<file path="src/common/elt_defines.svh">
// constants of the event logic, timer and counter block: offsets, resets, timing
// assumes a 40 MHz clock and a classic Wishbone slave with 32-bit data
//
// Overview of operation
// [RULE1] armed inhibit keeps alarm off in zone until value leaves and re-enters
// [RULE2] inhibit selector off/1/2/3, resets off; 1 arms at power-on and standby end
// [RULE3] setting 2 also arms inhibit whenever the set value changes
// [RULE4] setting 3 applies no suppression, plain control-mode event
// [RULE5] settings 1 or 2 force the alarm on during scale-over
// [RULE6] setting 3 forces the alarm off during scale-over
// [RULE7] standby enable, resets off; off disables output during inhibit or standby
// [RULE8] combiner gives AND, OR or XOR of gated inputs; AND by default
// [RULE9] combiner drives one of event relays 1-3 or digital outputs 1-3
// [RULE10] each combiner source is none or one of ten inputs, resets none
// [RULE11] a source of none reads logic 0 whatever its gating
// [RULE12] gating passes the input level or its complement; pass-through default
// [RULE13] toggle gating flips on each input rising edge and holds otherwise
// [RULE14] an input feeding combiner or timer still serves its other function
// [RULE15] only digital outputs 4 and 5 take the timer or counter
// [RULE16] timer/counter selector chooses timer or counter, resets timer
// [RULE17] timer turns output on after input stays on for the preset time
// [RULE18] timer preset off or 1 to 5000 seconds, resets off
// [RULE19] timer preset of 1 second holds the output on continuously; code turns it on after 1 s of input and off when input drops
// [RULE20] counter reaching preset emits a one-second pulse regardless of control
// [RULE21] counter preset off or 1 to 5000 counts, resets off
// [RULE22] external source holds each counted pulse at least 100 ms
// [RULE23] timer source of none takes no action whatever inputs do
// [RULE24] input state recognised only after 0.1 s stable; source holds that long
// [RULE25] timer clears when input drops early; counter restarts after each pulse
// [RULE26] preset off keeps the timer/counter output inactive
`ifndef ELT_DEFINES_SVH
`define ELT_DEFINES_SVH

// ---------------------------------------------------------------
// timing
// ---------------------------------------------------------------
`define ELT_CLOCK_HZ 40000000
`define ELT_DEBOUNCE_MS 100
`define ELT_DEBOUNCE_CYCLES ((`ELT_CLOCK_HZ / 1000) * `ELT_DEBOUNCE_MS)
`define ELT_SECOND_S 1
`define ELT_SECOND_CYCLES (`ELT_CLOCK_HZ * `ELT_SECOND_S)
`define ELT_PRESET_MAX 13'h1388

// ---------------------------------------------------------------
// register byte offsets
// ---------------------------------------------------------------
`define ELT_REG_EVENT 4'h0
`define ELT_REG_COMBINER 4'h4
`define ELT_REG_TIMER 4'h8
`define ELT_REG_STATUS 4'hC

// ---------------------------------------------------------------
// reset values
// ---------------------------------------------------------------
`define ELT_RST_EVENT 32'h0000_0000
`define ELT_RST_COMBINER 32'h0000_0000
`define ELT_RST_TIMER 32'h0000_0000

`endif

</file>
<file path="src/common/elt_pkg.sv">
// types of the event logic, timer and counter block
// assumes the register layout documented in the hand-over
package elt_pkg;
    typedef enum logic [1:0] {ELT_IH_OFF = 2'h0, ELT_IH_ONE = 2'h1, ELT_IH_TWO = 2'h2, ELT_IH_THREE = 2'h3}
        elt_inhibit_t;
    typedef enum logic [1:0] {ELT_GATE_BUF = 2'h0, ELT_GATE_INV = 2'h1, ELT_GATE_TOGGLE = 2'h2} elt_gate_t;
    typedef enum logic [1:0] {ELT_FN_AND = 2'h0, ELT_FN_OR = 2'h1, ELT_FN_XOR = 2'h2} elt_func_t;
    typedef enum logic [1:0] {ELT_TC_IDLE = 2'b01, ELT_TC_PULSE = 2'b10} elt_tc_state_t;
    // event register: bits 1:0 inhibit, bit 2 standby enable
    typedef struct packed {
        logic [28:0] unused;
        logic standbyEventEnable;
        elt_inhibit_t inhibitSelect;
    } elt_event_cfg_t;
    // combiner register
    typedef struct packed {
        logic [9:0] unused;
        elt_gate_t secondInputGating;
        logic [3:0] secondLogicSource;
        logic [1:0] unused2;
        elt_gate_t firstInputGating;
        logic [3:0] firstLogicSource;
        logic unused1;
        logic [2:0] target;
        logic [1:0] unused0;
        elt_func_t logicFunctionSelect;
    } elt_comb_cfg_t;
    // timer register
    typedef struct packed {
        logic [2:0] unused;
        logic [12:0] preset;
        logic [7:0] unused1;
        logic [3:0] timerSource;
        logic actionModeSelect;
        logic unused0;
        logic [1:0] target;
    } elt_tc_cfg_t;
endpackage : elt_pkg

</file>
<file path="src/elt_top.sv">
// event output logic: alarm inhibit, two-input combiner, timer/counter, Wishbone registers
// assumes digital inputs arrive unsynchronised from pins; alarm inputs come from logic on this clock
`include "elt_defines.svh"
`timescale 1ns/1ps
`default_nettype none
module elt_top
    import elt_pkg::*;
#(
    parameter logic [21:0] DEBOUNCE_CYCLES = 22'(`ELT_DEBOUNCE_CYCLES),
    parameter logic [25:0] SECOND_CYCLES = 26'(`ELT_SECOND_CYCLES)
) (
    // clock and reset
    input wire logic clock,
    input wire logic reset,
    // wishbone slave
    input wire logic wbCyc,
    input wire logic wbStb,
    input wire logic wbWe,
    input wire logic [3:0] wbAdr,
    input wire logic [3:0] wbSel,
    input wire logic [31:0] wbDatIn,
    output logic [31:0] wbDatOut,
    output logic wbAck,
    // alarm sources
    input wire logic processInZone,
    input wire logic scaleOver,
    input wire logic standbyState,
    input wire logic setValueChanged,
    // pins
    input wire logic [9:0] digitalInput,
    output logic [2:0] eventRelay,
    output logic [4:0] digitalOutput
);
    // ---------------------------------------------------------------
    // helpers
    // ---------------------------------------------------------------
    function automatic logic pickInput(input logic [3:0] src, input logic [9:0] level);
        pickInput = 1'b0;
        if (src != 4'h0 && src <= 4'hA) begin
            pickInput = level[src - 4'h1];
        end
    endfunction : pickInput

    function automatic logic [31:0] byteWrite(input logic [31:0] old, input logic [31:0] data,
                                              input logic [3:0] sel);
        byteWrite = old;
        for (int i = 0; i < 4; i++) begin
            if (sel[i]) begin
                byteWrite[8*i +: 8] = data[8*i +: 8];
            end
        end
    endfunction : byteWrite

    // ---------------------------------------------------------------
    // registers
    // ---------------------------------------------------------------
    elt_event_cfg_t eventCfg_q;
    elt_comb_cfg_t combCfg_q;
    elt_tc_cfg_t tcCfg_q;
    logic ack_q;
    logic [31:0] datOut_q;
    logic [31:0] status;
    logic wbWrite;

    // the write lands on the edge at which the master sees ack, not on the edge that takes the request
    assign wbWrite = wbCyc && wbStb && wbWe && ack_q;

    // one wait state: ack follows the request by one edge, unmapped reads return zero
    always_ff @(posedge clock or posedge reset) begin
        if (reset) begin
            ack_q <= 1'b0;
            datOut_q <= 32'h0000_0000;
        end else begin
            ack_q <= wbCyc && wbStb && !ack_q;
            unique case (wbAdr)
                `ELT_REG_EVENT: datOut_q <= {29'h0, eventCfg_q[2:0]};
                `ELT_REG_COMBINER: datOut_q <= {10'h0, combCfg_q[21:16], 2'h0, combCfg_q[13:8], 1'b0,
                    combCfg_q[6:4], 2'h0, combCfg_q[1:0]};
                `ELT_REG_TIMER: datOut_q <= {3'h0, tcCfg_q[28:16], 8'h0, tcCfg_q[7:4], tcCfg_q[3], 1'b0,
                    tcCfg_q[1:0]};
                `ELT_REG_STATUS: datOut_q <= status;
                default: datOut_q <= 32'h0000_0000;
            endcase
        end
    end

    always_ff @(posedge clock or posedge reset) begin
        if (reset) begin
            eventCfg_q <= `ELT_RST_EVENT; // RULE2 RULE7
            combCfg_q <= `ELT_RST_COMBINER; // RULE8 RULE10 RULE12
            tcCfg_q <= `ELT_RST_TIMER; // RULE16 RULE18 RULE21
        end else if (wbWrite) begin
            unique case (wbAdr)
                `ELT_REG_EVENT: eventCfg_q <= byteWrite(eventCfg_q, wbDatIn, wbSel);
                `ELT_REG_COMBINER: combCfg_q <= byteWrite(combCfg_q, wbDatIn, wbSel);
                `ELT_REG_TIMER: tcCfg_q <= byteWrite(tcCfg_q, wbDatIn, wbSel);
                default: ;
            endcase
        end
    end

    // ---------------------------------------------------------------
    // input synchronisers and debounce
    // ---------------------------------------------------------------
    logic [9:0] sync1_q;
    logic [9:0] sync2_q;
    logic [9:0] level_q;
    logic [9:0] levelPrev_q;
    logic [21:0] dbCount_q [10];

    always_ff @(posedge clock or posedge reset) begin
        if (reset) begin
            sync1_q <= 10'h000;
            sync2_q <= 10'h000;
        end else begin
            sync1_q <= digitalInput;
            sync2_q <= sync1_q;
        end
    end

    // a new level is accepted only after it held for the full window, so short glitches vanish
    always_ff @(posedge clock or posedge reset) begin
        if (reset) begin
            level_q <= 10'h000;
            levelPrev_q <= 10'h000;
            for (int i = 0; i < 10; i++) begin
                dbCount_q[i] <= 22'h0;
            end
        end else begin
            levelPrev_q <= level_q;
            for (int i = 0; i < 10; i++) begin
                if (sync2_q[i] == level_q[i]) begin
                    dbCount_q[i] <= 22'h0;
                end else if (dbCount_q[i] == DEBOUNCE_CYCLES - 22'h1) begin
                    level_q[i] <= sync2_q[i]; // RULE24 RULE22
                    dbCount_q[i] <= 22'h0;
                end else begin
                    dbCount_q[i] <= dbCount_q[i] + 22'h1;
                end
            end
        end
    end

    // ---------------------------------------------------------------
    // alarm inhibit
    // ---------------------------------------------------------------
    logic inhibitArmed_q;
    logic standbyPrev_q;
    logic alarmOut;
    logic inhibitUsed;
    logic armNow;

    // arming events also suppress in their own cycle, so no one-cycle relay glitch follows standby
    assign armNow = (standbyPrev_q && !standbyState)
        || (eventCfg_q.inhibitSelect == ELT_IH_TWO && setValueChanged); // RULE2 RULE3
    assign inhibitUsed = eventCfg_q.inhibitSelect == ELT_IH_ONE || eventCfg_q.inhibitSelect == ELT_IH_TWO;

    // armed out of reset stands for power-on arming
    always_ff @(posedge clock or posedge reset) begin
        if (reset) begin
            inhibitArmed_q <= 1'b1; // RULE2
            standbyPrev_q <= 1'b0;
        end else begin
            standbyPrev_q <= standbyState;
            if (standbyPrev_q && !standbyState) begin
                inhibitArmed_q <= 1'b1; // RULE2
            end else if (eventCfg_q.inhibitSelect == ELT_IH_TWO && setValueChanged) begin
                inhibitArmed_q <= 1'b1; // RULE3
            end else if (!processInZone) begin
                inhibitArmed_q <= 1'b0; // RULE1
            end
        end
    end

    always_comb begin
        alarmOut = processInZone; // RULE4
        if (standbyState && !eventCfg_q.standbyEventEnable) begin
            alarmOut = 1'b0; // RULE7
        end else if (scaleOver && inhibitUsed) begin
            alarmOut = 1'b1; // RULE5
        end else if (scaleOver && eventCfg_q.inhibitSelect == ELT_IH_THREE) begin
            alarmOut = 1'b0; // RULE6
        end else if (inhibitUsed && (inhibitArmed_q || armNow)) begin
            alarmOut = 1'b0; // RULE1 RULE7
        end
    end

    // ---------------------------------------------------------------
    // logic combiner
    // ---------------------------------------------------------------
    logic [1:0] toggle_q;
    logic [1:0] rawIn;
    logic [1:0] riseIn;
    logic [1:0] gated;
    logic combOut;

    // levels are only read here and the other functions read them too
    assign rawIn[0] = pickInput(combCfg_q.firstLogicSource, level_q); // RULE14
    assign rawIn[1] = pickInput(combCfg_q.secondLogicSource, level_q);
    assign riseIn[0] = rawIn[0] && !pickInput(combCfg_q.firstLogicSource, levelPrev_q);
    assign riseIn[1] = rawIn[1] && !pickInput(combCfg_q.secondLogicSource, levelPrev_q);

    always_ff @(posedge clock or posedge reset) begin
        if (reset) begin
            toggle_q <= 2'h0;
        end else begin
            for (int i = 0; i < 2; i++) begin
                if (riseIn[i]) begin
                    toggle_q[i] <= !toggle_q[i]; // RULE13
                end
            end
        end
    end

    always_comb begin
        elt_gate_t g;
        logic [3:0] s;
        g = ELT_GATE_BUF;
        s = 4'h0;
        for (int i = 0; i < 2; i++) begin
            g = (i == 0) ? combCfg_q.firstInputGating : combCfg_q.secondInputGating;
            s = (i == 0) ? combCfg_q.firstLogicSource : combCfg_q.secondLogicSource;
            if (s == 4'h0 || s > 4'hA) begin
                gated[i] = 1'b0; // RULE11 RULE10
            end else if (g == ELT_GATE_INV) begin
                gated[i] = !rawIn[i]; // RULE12
            end else if (g == ELT_GATE_TOGGLE) begin
                gated[i] = toggle_q[i]; // RULE13
            end else begin
                gated[i] = rawIn[i]; // RULE12
            end
        end
    end

    always_comb begin
        unique case (combCfg_q.logicFunctionSelect)
            ELT_FN_OR: combOut = gated[0] | gated[1]; // RULE8
            ELT_FN_XOR: combOut = gated[0] ^ gated[1]; // RULE8
            default: combOut = gated[0] & gated[1]; // RULE8
        endcase
    end

    // ---------------------------------------------------------------
    // timer / counter
    // ---------------------------------------------------------------
    elt_tc_state_t tcState_q;
    logic [25:0] secPre_q;
    logic [12:0] tcCount_q;
    logic tcIn;
    logic tcRise;
    logic tcOut;
    logic presetOn;

    assign tcIn = pickInput(tcCfg_q.timerSource, level_q); // RULE23 RULE14
    assign tcRise = tcIn && !pickInput(tcCfg_q.timerSource, levelPrev_q);
    assign presetOn = tcCfg_q.preset != 13'h0 && tcCfg_q.preset <= `ELT_PRESET_MAX; // RULE18 RULE21

    always_ff @(posedge clock or posedge reset) begin
        if (reset) begin
            tcState_q <= ELT_TC_IDLE;
            secPre_q <= 26'h0;
            tcCount_q <= 13'h0;
        end else if (!tcCfg_q.actionModeSelect) begin
            tcState_q <= ELT_TC_IDLE;
            if (!tcIn || !presetOn) begin
                secPre_q <= 26'h0; // RULE25
                tcCount_q <= 13'h0; // RULE25
            end else if (secPre_q == SECOND_CYCLES - 26'h1) begin
                secPre_q <= 26'h0;
                if (tcCount_q < tcCfg_q.preset) begin
                    tcCount_q <= tcCount_q + 13'h1; // RULE17
                end
            end else begin
                secPre_q <= secPre_q + 26'h1;
            end
        end else begin
            unique case (tcState_q)
                ELT_TC_IDLE: begin
                    secPre_q <= 26'h0;
                    if (!presetOn) begin
                        tcCount_q <= 13'h0; // RULE26
                    end else if (tcRise && tcCount_q + 13'h1 >= tcCfg_q.preset) begin
                        tcCount_q <= 13'h0; // RULE25
                        tcState_q <= ELT_TC_PULSE; // RULE20
                    end else if (tcRise) begin
                        tcCount_q <= tcCount_q + 13'h1;
                    end
                end
                ELT_TC_PULSE: begin
                    if (secPre_q == SECOND_CYCLES - 26'h1) begin
                        secPre_q <= 26'h0;
                        tcState_q <= ELT_TC_IDLE; // RULE20
                    end else begin
                        secPre_q <= secPre_q + 26'h1;
                    end
                end
                default: tcState_q <= ELT_TC_IDLE;
            endcase
        end
    end

    // a 1 s preset turns on after one second of input and then stays on while the input stays on
    always_comb begin
        if (!presetOn) begin
            tcOut = 1'b0; // RULE26
        end else if (tcCfg_q.actionModeSelect) begin
            tcOut = tcState_q == ELT_TC_PULSE; // RULE20
        end else begin
            tcOut = tcIn && tcCount_q >= tcCfg_q.preset; // RULE17 RULE19
        end
    end

    // ---------------------------------------------------------------
    // outputs
    // ---------------------------------------------------------------
    logic [2:0] eventRelay_q;
    logic [4:0] digitalOutput_q;

    always_ff @(posedge clock or posedge reset) begin
        if (reset) begin
            eventRelay_q <= 3'h0;
            digitalOutput_q <= 5'h00;
        end else begin
            for (int i = 0; i < 3; i++) begin
                if (combCfg_q.target == 3'(i + 1)) begin
                    eventRelay_q[i] <= combOut; // RULE9
                end else begin
                    eventRelay_q[i] <= (i == 0) ? alarmOut : 1'b0;
                end
                digitalOutput_q[i] <= combCfg_q.target == 3'(i + 4) && combOut; // RULE9
            end
            digitalOutput_q[3] <= tcCfg_q.target == 2'h1 && tcOut; // RULE15
            digitalOutput_q[4] <= tcCfg_q.target == 2'h2 && tcOut; // RULE15
        end
    end

    assign status = {10'h0, tcState_q == ELT_TC_PULSE, inhibitArmed_q, gated, eventRelay_q, digitalOutput_q, level_q};
    assign wbAck = ack_q;
    assign wbDatOut = datOut_q;
    assign eventRelay = eventRelay_q;
    assign digitalOutput = digitalOutput_q;
endmodule : elt_top
`default_nettype wire

</file>
<file path="config.mk">
export PLATFORM = sky130hd
export DESIGN_NAME = elt_top
export DESIGN_NICKNAME = d
export VERILOG_FILES = /design/src/common/elt_pkg.sv /design/src/elt_top.sv
export VERILOG_INCLUDE_DIRS = /design/src /design/src/common
export SDC_FILE = /design/constraint.sdc
export NUM_CORES = 1
export LEC_CHECK = 0
export ABC_AREA = 1
export BUFFER_PORTS_ARGS = -buffer_cell sky130_fd_sc_hd__buf_4
export CAP_MARGIN = 20
export CORE_MARGIN = 2
export CORE_UTILIZATION = 55
export CTS_BUF_LIST = sky130_fd_sc_hd__clkbuf_16
export CTS_CLUSTER_SIZE = 25
export DETAILED_ROUTE_END_ITERATION = 10
export HOLD_SLACK_MARGIN = 0.05
export PLACE_DENSITY_LB_ADDON = 0.12
export SETUP_SLACK_MARGIN = 0.5
export SKIP_CTS_REPAIR_TIMING = 1
export SKIP_LAST_GASP = 1
export SLEW_MARGIN = 15
export SYNTH_ARGS = -nofsm -noshare
export SYNTH_HDL_FRONTEND = slang
export SYNTH_SLANG_ARGS = --single-unit
export TNS_END_PERCENT = 30
</file>
<file path="constraint.sdc">
create_clock -name clock -period 15.6 [get_ports clock]
set_input_delay 0.78 -clock clock [delete_from_list [all_inputs] [get_ports clock]]
set_output_delay 0.78 -clock clock [all_outputs]
set_load 0.005 [all_outputs]
</file>
# == After elaboration in Yosys (flattened, before gate mapping) ==
# Cells that the tools add are included.
# totals
ff_bits,386
in_bits,59
output_inout_bits,41
wordCells,282
# op_classes
add_sub_neg,15
n_lt_le_gt_ge,12
n_eq_ne,50
mux,75
bitwise,13
n_reduce_logical,70
# ops
op,n
two-way mux 22 bit,20
"adder 22 x 1 -> 22 bit, second input constant",10
"== test 22 bit, second input constant",10
one-hot mux 29 bit (4 select lines),1
two-way mux 13 bit,8
two-way mux 26 bit,3
one-hot mux 26 bit (2 select lines),1
two-way mux 1 bit,30
"adder 26 x 1 -> 26 bit, second input constant",1
"== test 26 bit, second input constant",1
greater-or-equal comparator 13 bit,2
binary-select mux 1 bit (select 4 bit),6
logical AND 1 bit,24
AND reduction 3 bit,8
AND reduction 2 bit,10
"less-than comparator 4 x 5 -> 1 bit, second input constant",3
"== test 2 bit, second input constant",7
"adder 13 x 1 -> 13 bit, second input constant",1
"<= comparator 13 bit, second input constant",1
less-than comparator 13 bit,1
nonzero test 13 bit,1
"== test 2 x 1 -> 1 bit, second input constant",6
"<= comparator 4 bit, second input constant",3
logical NOT 1 bit,12
other kinds (25),65

# == Longest topological paths before layout ==
# Gate-level depths: netlist (run 1).
# depth
word_depth,11
ltp_mapped,21
mapped_depth_nobuf,20

# == Worst setup path before layout (run 1) ==
# OpenSTA, ideal clock, no wires.
# synth_timing
kind,register to register
startpoint,register combCfg_q[8] (netlist name)
endpoint,"register digitalOutput_q[0], in the netlist digitalOutput[0]"
setup_time_ps,86
arrival_ps,2614
required_time_ps,15514
path_slack_ps,12900
stages_incl_launch_ff,18
path_buffers,1
period_less_slack_ps,2700
cell_sequence,dfrtp_1 > buf_2 > inv_1 > ha_1 > inv_1 > o21ai_0 > o211ai_1 > o211ai_1 > nand2_1 > nand2_1 > nand3_1 > inv_1 > ha_1 > a21oi_1 > o21ai_0 > o21ai_0 > or2_2 > nor3_1
# synth_between
elab_chain_len,10
word_cells_on_any_way,19
classes_between,add/sub (1); order compare (2); mux (7); bitwise (3); reduce/logical (6)
# synth_lines
element,line_no,text
"start, declared",elt_top.sv:58,elt_comb_cfg_t combCfg_q;
"start signal, assigned",elt_top.sv:90,combCfg_q <= `ELT_RST_COMBINER;
"start signal, assigned",elt_top.sv:95,"`ELT_REG_COMBINER: combCfg_q <= byteWrite(combCfg_q, wbDatIn, wbSel);"
subtractor 4 x 1 -> 4 bit,elt_top.sv:40,pickInput = level[src - 4'h1];
binary-select mux 1 bit (select 4 bit),elt_top.sv:40,
two-way mux 1 bit (not written as such),elt_top.sv:40,
two-way mux 1 bit,elt_top.sv:39,if (src != 4'h0 && src <= 4'hA) begin
two-way mux 1 bit or logical NOT 1 bit (tied branches),"elt_top.sv:227, elt_top.sv:226",
two-way mux 1 bit,elt_top.sv:225,end else if (g == ELT_GATE_INV) begin
two-way mux 1 bit *,elt_top.sv:223,if (s == 4'h0 || s > 4'hA) begin
"bitwise AND 1 bit, or another cell as far along",elt_top.sv:239,default: combOut = gated[0] & gated[1];
one-hot mux 1 bit (2 select lines) *,elt_top.sv:236,unique case (combCfg_q.logicFunctionSelect)
logical AND 1 bit *,elt_top.sv:330,digitalOutput_q[i] <= combCfg_q.target == 3'(i + 4) && combOut;
"end signal, assigned by index",elt_top.sv:330,
"end, declared",elt_top.sv:317,logic [4:0] digitalOutput_q;
# Every way passes the cells marked *; elsewhere a longest branch is shown, timed or not. The select of a mux whose other input is x is not followed.
# A chain may end at the register's enable or synchronous reset.

# == Worst setup path after layout (run 1) ==
# layout_timing
startpoint,register combCfg_q[8] (netlist name)
endpoint,"register digitalOutput_q[1], in the netlist digitalOutput[1]"
# Same word-level chain as after synthesis.

==> summary.txt, run 1 <==
Finish
  • Filler Cells Inserted: approximately 3200
  • Commonest cells after routing, fill and taps aside: nand2_1 (467), dfrtp_1 (381), inv_1 (343)
  • Final net count: approximately 2800
  • Finished Layout Cells: ~3100
  • P&R area growth vs syn: 11.95%
  • Layout cell share with drive strength beyond 1: ~8.8%
  • Most common cell after layout, fill and taps aside: nand2_1

CTS
  • CTS root buffer: clkbuf_16
  • Clk sinks: ~380
  • Worst-path clk slew: 0.06 ns
  • Num CTS Buffers: 43
  • Skew-Pair Late Insertion Delay: about 0.56 ns
  • TritonCTS clock tree: done
  • H-tree depth: 2
  • CTS max path bufs: 3

Placed design
  • Global placer's final weighted congestion: approximately 0.9
  • Hpwl dp: approximately 34000 um
  • PortBufs: about 90
  • Cell total after placement: 3063

Worst setup path
  • Critical-path cell list: inv_1 -> ha_1 -> inv_1 -> a21oi_1 -> o21ai_0 -> o211ai_1 -> o211ai_1 -> nand2_1 -> nand2_1 -> nand3_1 -> inv_1 -> ha_1 -> a21oi_1 -> o21ai_0 -> o21ai_0 -> or2_2 -> nor3_1
  • CP max stage delay: approximately 0.63 ns
  • Worst r2r src: combCfg_q[8]
  • Critical Path RT: about 16 ns
  • Startpoint class of the critical path: register
  • Crit path DAT: about 4.2 ns
  • Critical path origin: combCfg_q[8]
  • Endpoint class of the critical path: register
  • Worst-path maximum fanout: 17
  • Setup Crit Path Kind: register to register
  • Critical path's slowest cell: dfrtp_1

Floorplanning
  • Die H: about 200 um
  • Starting density of the core: 55.75%
  • Row count: 70
  • Core ar.: between 30000 and 40000 um2
  • Die Wd: 196.6 um
  • Die Area: 38670 um2
  • I/O pin count: 100

STA
  • Fin crit period: 3.689 ns
  • Skew final: ~0.014 ns
  • Setup_tns: 0 ns
  • Final Max Slew Viols: 0
  • RSZ-0062 raised after global routing: false
  • Pin slew with the least headroom to its limit: between 1 and 1.5 ns
  • Setup Viol. Count Final: 0
  • Max Freq: between 200 and 300 MHz
  • Final hold violations: 0
  • Fin crit share: a little under a quarter
  • Rel. slew slack: around 29%
  • Final hold slack: between 0.3 and 0.4 ns

Synthesis
  • Synth Warn #: 0
  • Mapped Cells: around 2500
  • Yosys cell types: just under 60
  • Mapped cell area: about 20000 um2
  • Post-synth EDFFs: 0
  • #FFs+latches synth: 383
  • Ys async rst share: 100.0%
  • Avg Synthesized Cell Area: between 8 and 9 um2
  • Most common flop cell mapped by yosys: dfrtp_1
  • Sequential cell area fraction in the yosys report: a little under half

Drt
  • Routed vias: about 17000
  • Post-route ant nets: 0
  • DRT iter0 DRCs: 1293
  • Detailed-route vias per instance: about 5.5
  • Routed WL: 47110 um
  • DRC errors left: 0
  • Drt first pass iters: 5
  • Avg WL per Cell: roughly 15 um

Outcome
  • Status: finished clean

Global routing
  • Total GRT Usage: between 20% and 30%
  • First-pass GRT wire length: approximately 80000 um
  • Initial antenna violation count: 1
  • Grt ovf: 0
  • Vias in the first global route: 16530
  • Largest net degree at the start of global routing: about 180

Worst hold path
  • Hold Crit Class: input pin to register
  • Hold Crit Start: digitalInput[9]

Pwr
  • Static Leak: roughly 0.011 uW
  • VDD IR-drop max: just under 0.00009 V
  • Pwr/cell area: about 93 nW/um2

Job
  • Maxcap violations: 0
==> worst paths after layout <==
path                               endpoint  slack, ns  cells after the start
min in group asynchronous        sync1_q[6]       0.35                      2
setup / recovery           digitalOutput[1]      11.91                     17
max in group asynchronous    dbCount_q[127]      13.23                      5
hold reg to reg                  sync2_q[5]       0.35                      0
setup reg to reg           digitalOutput[1]      11.91                     17
hold / removal                   sync1_q[9]       0.32                      1
==> flip-flops by register name, summed over array words and instances (netlist names), 13 cells and up <==
register	cells
dbCount_q	220
tcCount_q	13
secPre_q	26
wbDatOut	29
combCfg_q	17
tcCfg_q	20
==> layer usage <==
metal / global-route usage (%) / part of all wire [%] / vias up / routed length [um]
li1: - / - / 8588 / -
met1: 36.02 / 47 / 8172 / 22080
met2: 39.01 / 45 / 442 / 21100
met3: 3.987 / 5.7 / 89 / 2684
met4: 8.744 / 2.6 / 2 / 1239
met5: 0 / 0.025 / - / 12
==> logic make-up (layout without fill, tap and decap cells) <==
| kind of cell | Yosys count | after routing | synth area share, % |
|---|---|---|---|
| AO/OA/AOI/OAI | 308 | 308 | 8.595 |
| XOR/XNOR | 95 | 95 | 4.077 |
| AND/OR/NAND/NOR | 1307 | 1307 | 29.14 |
| flip-flops | 383 | 383 | 46.97 |
| other | 1 | 4 | 0.01837 |
| adder cells (fa/ha/maj) | 53 | 53 | 3.249 |
| buffers and inverters | 380 | 511 | 7.301 |
| multiplexers | 12 | 12 | 0.6437 |
==> where the power goes <==
part	internal, uW	total (uW)	switching [uW]	leakage [uW]
sequential	1010	1030	13.1	0.00518
combinational	42.1	165	122	0.00470
clock	547	944	397	0.000684
==> layout make-up <==
type	count	area, um2	share of cell area (%)
Clock buffer	43	1076	4.709
Tap cell	468	585.6	2.563
Clock inverter	33	219.0	0.9583
Inverter	339	1280	5.602
Multi-Input combinational cell	1778	9345	40.90
Sequential cell	383	9587	41.96
Antenna cell	1	2.502	0.01095
Timing Repair Buffer	96	753.2	3.297
==> worst max-delay path: cells and delay by family, from the launching register on <==
| kind | cells | cell delay [ns] |
|---|---|---|
| AO/OA/AOI/OAI | 7 | 0.86 |
| adder cells (fa/ha/maj) | 2 | 0.73 |
| buffers and inverters | 3 | 0.47 |
| flip-flops | 1 | 0.63 |
| AND/OR/NAND/NOR | 5 | 0.91 |
==> through the flow <==
step | utilization [%] | power [uW] | cell area (um2) | worst slack [ns]
6_report | 62.41 | 2134 | 22850 | 11.91
5_1_grt | 62.40 | 2227 | 22850 | 11.60
4_1_cts | 62.33 | 2161 | 22820 | 11.97
3_5_place_dp | 58.79 | 1210 | 21520 | 12.02
3_3_place_gp | 58.79 | 1206 | 21520 | 12.02
2_1_floorplan | - | 1165 | 20420 | 4.181
==> synthesized netlist by cell type, types with 2 or more instances <==
cell type | number | area (um2)
nor3_1 | 105 | 525.5
o21ai_0 | 85 | 425.4
nor2_2 | 9 | 56.30
a21oi_2 | 5 | 43.79
xnor2_1 | 26 | 227.7
nand2_1 | 467 | 1753
inv_2 | 7 | 26.28
o211ai_1 | 8 | 60.06
xor2_1 | 69 | 604.3
nor2_4 | 2 | 22.52
o21a_1 | 14 | 105.1
inv_1 | 331 | 1242
o21bai_1 | 2 | 15.01
ha_1 | 53 | 663.1
nor4_1 | 42 | 262.8
nand2_2 | 28 | 175.2
nor3b_1 | 29 | 217.7
clkbuf_1 | 18 | 67.56
a221oi_1 | 2 | 17.52
o21ai_1 | 9 | 45.04
buf_6 | 2 | 22.52
or2_2 | 3 | 18.77
nand3_1 | 169 | 845.8
dfstp_2 | 2 | 52.55
o22ai_1 | 13 | 81.33
buf_4 | 5 | 37.54
a31oi_1 | 17 | 106.4
nand3_2 | 5 | 50.05
o2111ai_1 | 2 | 17.52
mux2_2 | 9 | 101.4
nand4_1 | 87 | 544.3
a22oi_1 | 2 | 15.01
and3_1 | 5 | 31.28
nand3b_1 | 2 | 15.01
mux2i_1 | 3 | 30.03
buf_2 | 15 | 75.07
a21oi_1 | 127 | 635.6
o221ai_1 | 8 | 70.07
dfrtp_1 | 381 | 9534
o211a_1 | 3 | 30.03
nor2_1 | 339 | 1272
nor3_2 | 8 | 80.08
a211oi_1 | 6 | 45.04
(Power assumes the default switching activity.)
==> run 2: changes to the inputs <==
- clock period: 15.6 -> 3.5 ns (I/O delays scaled with it)
==> summary.txt, run 2 (synthesis gave the netlist of run 1 again) <==
Outcome
  • Status: finished clean

Global routing
  • Vias in the first global route: 16450 (-0.49%)
  • First-pass GRT wire length: 80380 um (+0.84%)
  • Initial antenna violation count: 0 (-1)
  • Grt ovf: 0 (unchanged)
  • Largest net degree at the start of global routing: 113 (-38%)
  • Total GRT Usage: 25.34% (+0.24 points)

Floorplanning
  • I/O pin count: 100 (unchanged)
  • Core ar.: 36610 um2 (unchanged)
  • Die H: 196.6 um (unchanged)
  • Starting density of the core: 55.75% (unchanged)
  • Die Wd: 196.6 um (unchanged)
  • Row count: 70 (unchanged)
  • Die Area: 38670 um2 (unchanged)

Placed design
  • PortBufs: 91 (unchanged)
  • Hpwl dp: 34550 um (+2.3%)
  • Global placer's final weighted congestion: 0.9143 (+1.4%)

CTS
  • Skew-Pair Late Insertion Delay: 0.56 ns (about the same)
  • Worst-path clk slew: 0.06 ns (about the same)
  • Num CTS Buffers: 42 (-2.3%)
  • H-tree depth: 2 (unchanged)
  • TritonCTS clock tree: done
  • Clk sinks: 383 (unchanged)
  • CTS max path bufs: 3 (unchanged)
  • CTS root buffer: clkbuf_16

STA
  • RSZ-0062 raised after global routing: true
  • Fin crit share: 80.41% (+57 points)
  • Fin crit period: 2.814 ns (-0.8750 ns)
  • Final hold slack: 0.08362 ns (-0.2411 ns)
  • Max Freq: 355.3 MHz (+31%)
  • Rel. slew slack: 41.98% (+13 points)
  • Final hold violations: 0 (unchanged)
  • Pin slew with the least headroom to its limit: 0.8671 ns (-0.1963 ns)
  • Setup_tns: 0 ns (unchanged)
  • Setup Viol. Count Final: 0 (unchanged)
  • Skew final: 0.01700 ns (+0.002981 ns)
  • Final Max Slew Viols: 0 (unchanged)

Finish
  • Final net count: 2806 (+1.9%)
  • Antenna cells: 0 (-1)
  • Layout cell share with drive strength beyond 1: 9.798% (+1.0 points)
  • Largest Register: dbCount_q
  • Most common cell after layout, fill and taps aside: nand2_1
  • P&R area growth vs syn: 15.36%
  • Commonest cells after routing, fill and taps aside: nand2_1 (467), dfrtp_1 (380), nor2_1 (339)
  • Max reg flops: 220 (unchanged)

Worst setup path
  • Startpoint class of the critical path: register
  • Critical path's slowest cell: dfrtp_1
  • Crit path DAT: 3.26 ns (-0.90 ns)
  • CP max stage delay: 0.40 ns (-0.23 ns)
  • Setup Crit Path Kind: register to register
  • Critical-path cell list: ha_1 -> and3_2 -> nand2_1 -> nor2_1 -> nand2_1 -> nand2_1 -> nand2_1 -> inv_1 -> ha_1 -> nand2_1 -> nand2_1 -> nand2_1 -> nand2_1 -> a21oi_1 -> nand3_2 -> nand3_2 -> o21ai_1 -> a21o_1
  • Endpoint class of the critical path: register
  • Worst-path maximum fanout: 7 (-10)
  • CP most frequent cell: nand2_1
  • Critical Path RT: 3.94 ns (-12.13 ns)

Drt
  • DRC errors left: 0 (unchanged)
  • Drt first pass iters: 9 (+4)
  • DRT iter0 DRCs: 1378 (+6.6%)
  • Routed vias: 17480 (+1.1%)
  • Post-route ant nets: 0 (unchanged)
  • Avg WL per Cell: 15.11 um (+0.75%)
  • Detailed-route vias per instance: 5.473 (-0.59%)
  • Routed WL: 48250 um (+2.4%)

Pwr
  • Clock power share: 45.4% (+1.2 points)
  • Combinational Power Share: 8.4% (+0.7 points)
  • VDD IR-drop max: 0.0003714 V (+320%)
  • Sw Ratio: 24.84% (-0.095 points)
  • Sw Pwr: 2457 uW (+360%)
  • Sequential cell fraction of total power: 46.2% (-1.9 points)
  • Static Leak: 0.01083 uW (+2.5%)
  • Int Pwr: 7434 uW (+360%)
  • Pwr/cell area: 420.1 nW/um2 (+350%)

Worst hold path
  • Hold Crit Class: input pin to register

Job
  • Maxcap violations: 0 (unchanged)
## run 2: changes by cell type in the layout (fill, tap and decap cells not counted), sizes merged
cell	change
dlygate4sd3	+44
buf	+9
inv	-9
bufinv	+3
clkinv	+3
clkinvlp	+2
diode	-1
nand3	+1
## run 2: path summary, 6_finish.rpt
path                                  end         start  slack, ns  cells after the start
setup / recovery             tcState_q[1]  tcCount_q[0]       0.69                     18
max in group asynchronous  dbCount_q[202]         reset       2.32                      4
setup reg to reg             tcState_q[1]  tcCount_q[0]       0.69                     18
hold reg to reg                sync2_q[9]    sync1_q[9]       0.35                      0
hold / removal                wbDatOut[2]      wbAdr[3]       0.08                      4
min in group asynchronous  dbCount_q[144]         reset       0.24                      3
## run 2: final cells by class
class                           count  area, um2
Tap cell                          468      585.6
Timing Repair Buffer              149       1279
Sequential cell                   383       9588
Clock inverter                     32      307.8
Multi-Input combinational cell   1779       9430
Clock buffer                       43       1076
Inverter                          339       1279
Fill cell                        3166      13070
## run 2: critical path: cells and delay by family (launching register included)
family,cells,cell delay [ns]
and+or+nand+nor,12,1.28
adders and majority gates,2,0.47
AOI/OAI and AO/OA,3,0.45
DFF,1,0.40
buffers and inverters,1,0.11
## run 2: power by group through the flow
stage / combinational (uW) / sequential (uW) / clock, uW
final: 828 / 4570 / 4490
after global routing: 928 / 4580 / 4770
after CTS: 779 / 4570 / 4600
after detailed placement: 776 / 4650 / 0
after global placement: 758 / 4650 / 0
after floorplan: 553 / 4640 / 0
## run 2: through the flow
stage	std cells	area (um2)	power [uW]	setup slack [ns]	utilization [%]
finish	3193	23550	9892	0.6856	64.31
global route	3193	23550	10280	0.4783	64.31
CTS	3148	23020	9950	0.4012	62.87
detailed placement	3073	21630	5427	0.4244	59.09
global placement	3073	21630	5405	0.4886	59.09
floorplan	2541	20420	5192	-1.821	-
## run 2: layer usage
metal | up-vias | GRT usage (%) | part of all wire (%)
met4 | 0 | 6.071 | 1.7
met2 | 433 | 40.44 | 46
met5 | - | 0 | 0
met1 | 8269 | 36.18 | 47
met3 | 71 | 4.620 | 5.6
li1 | 8702 | - | -
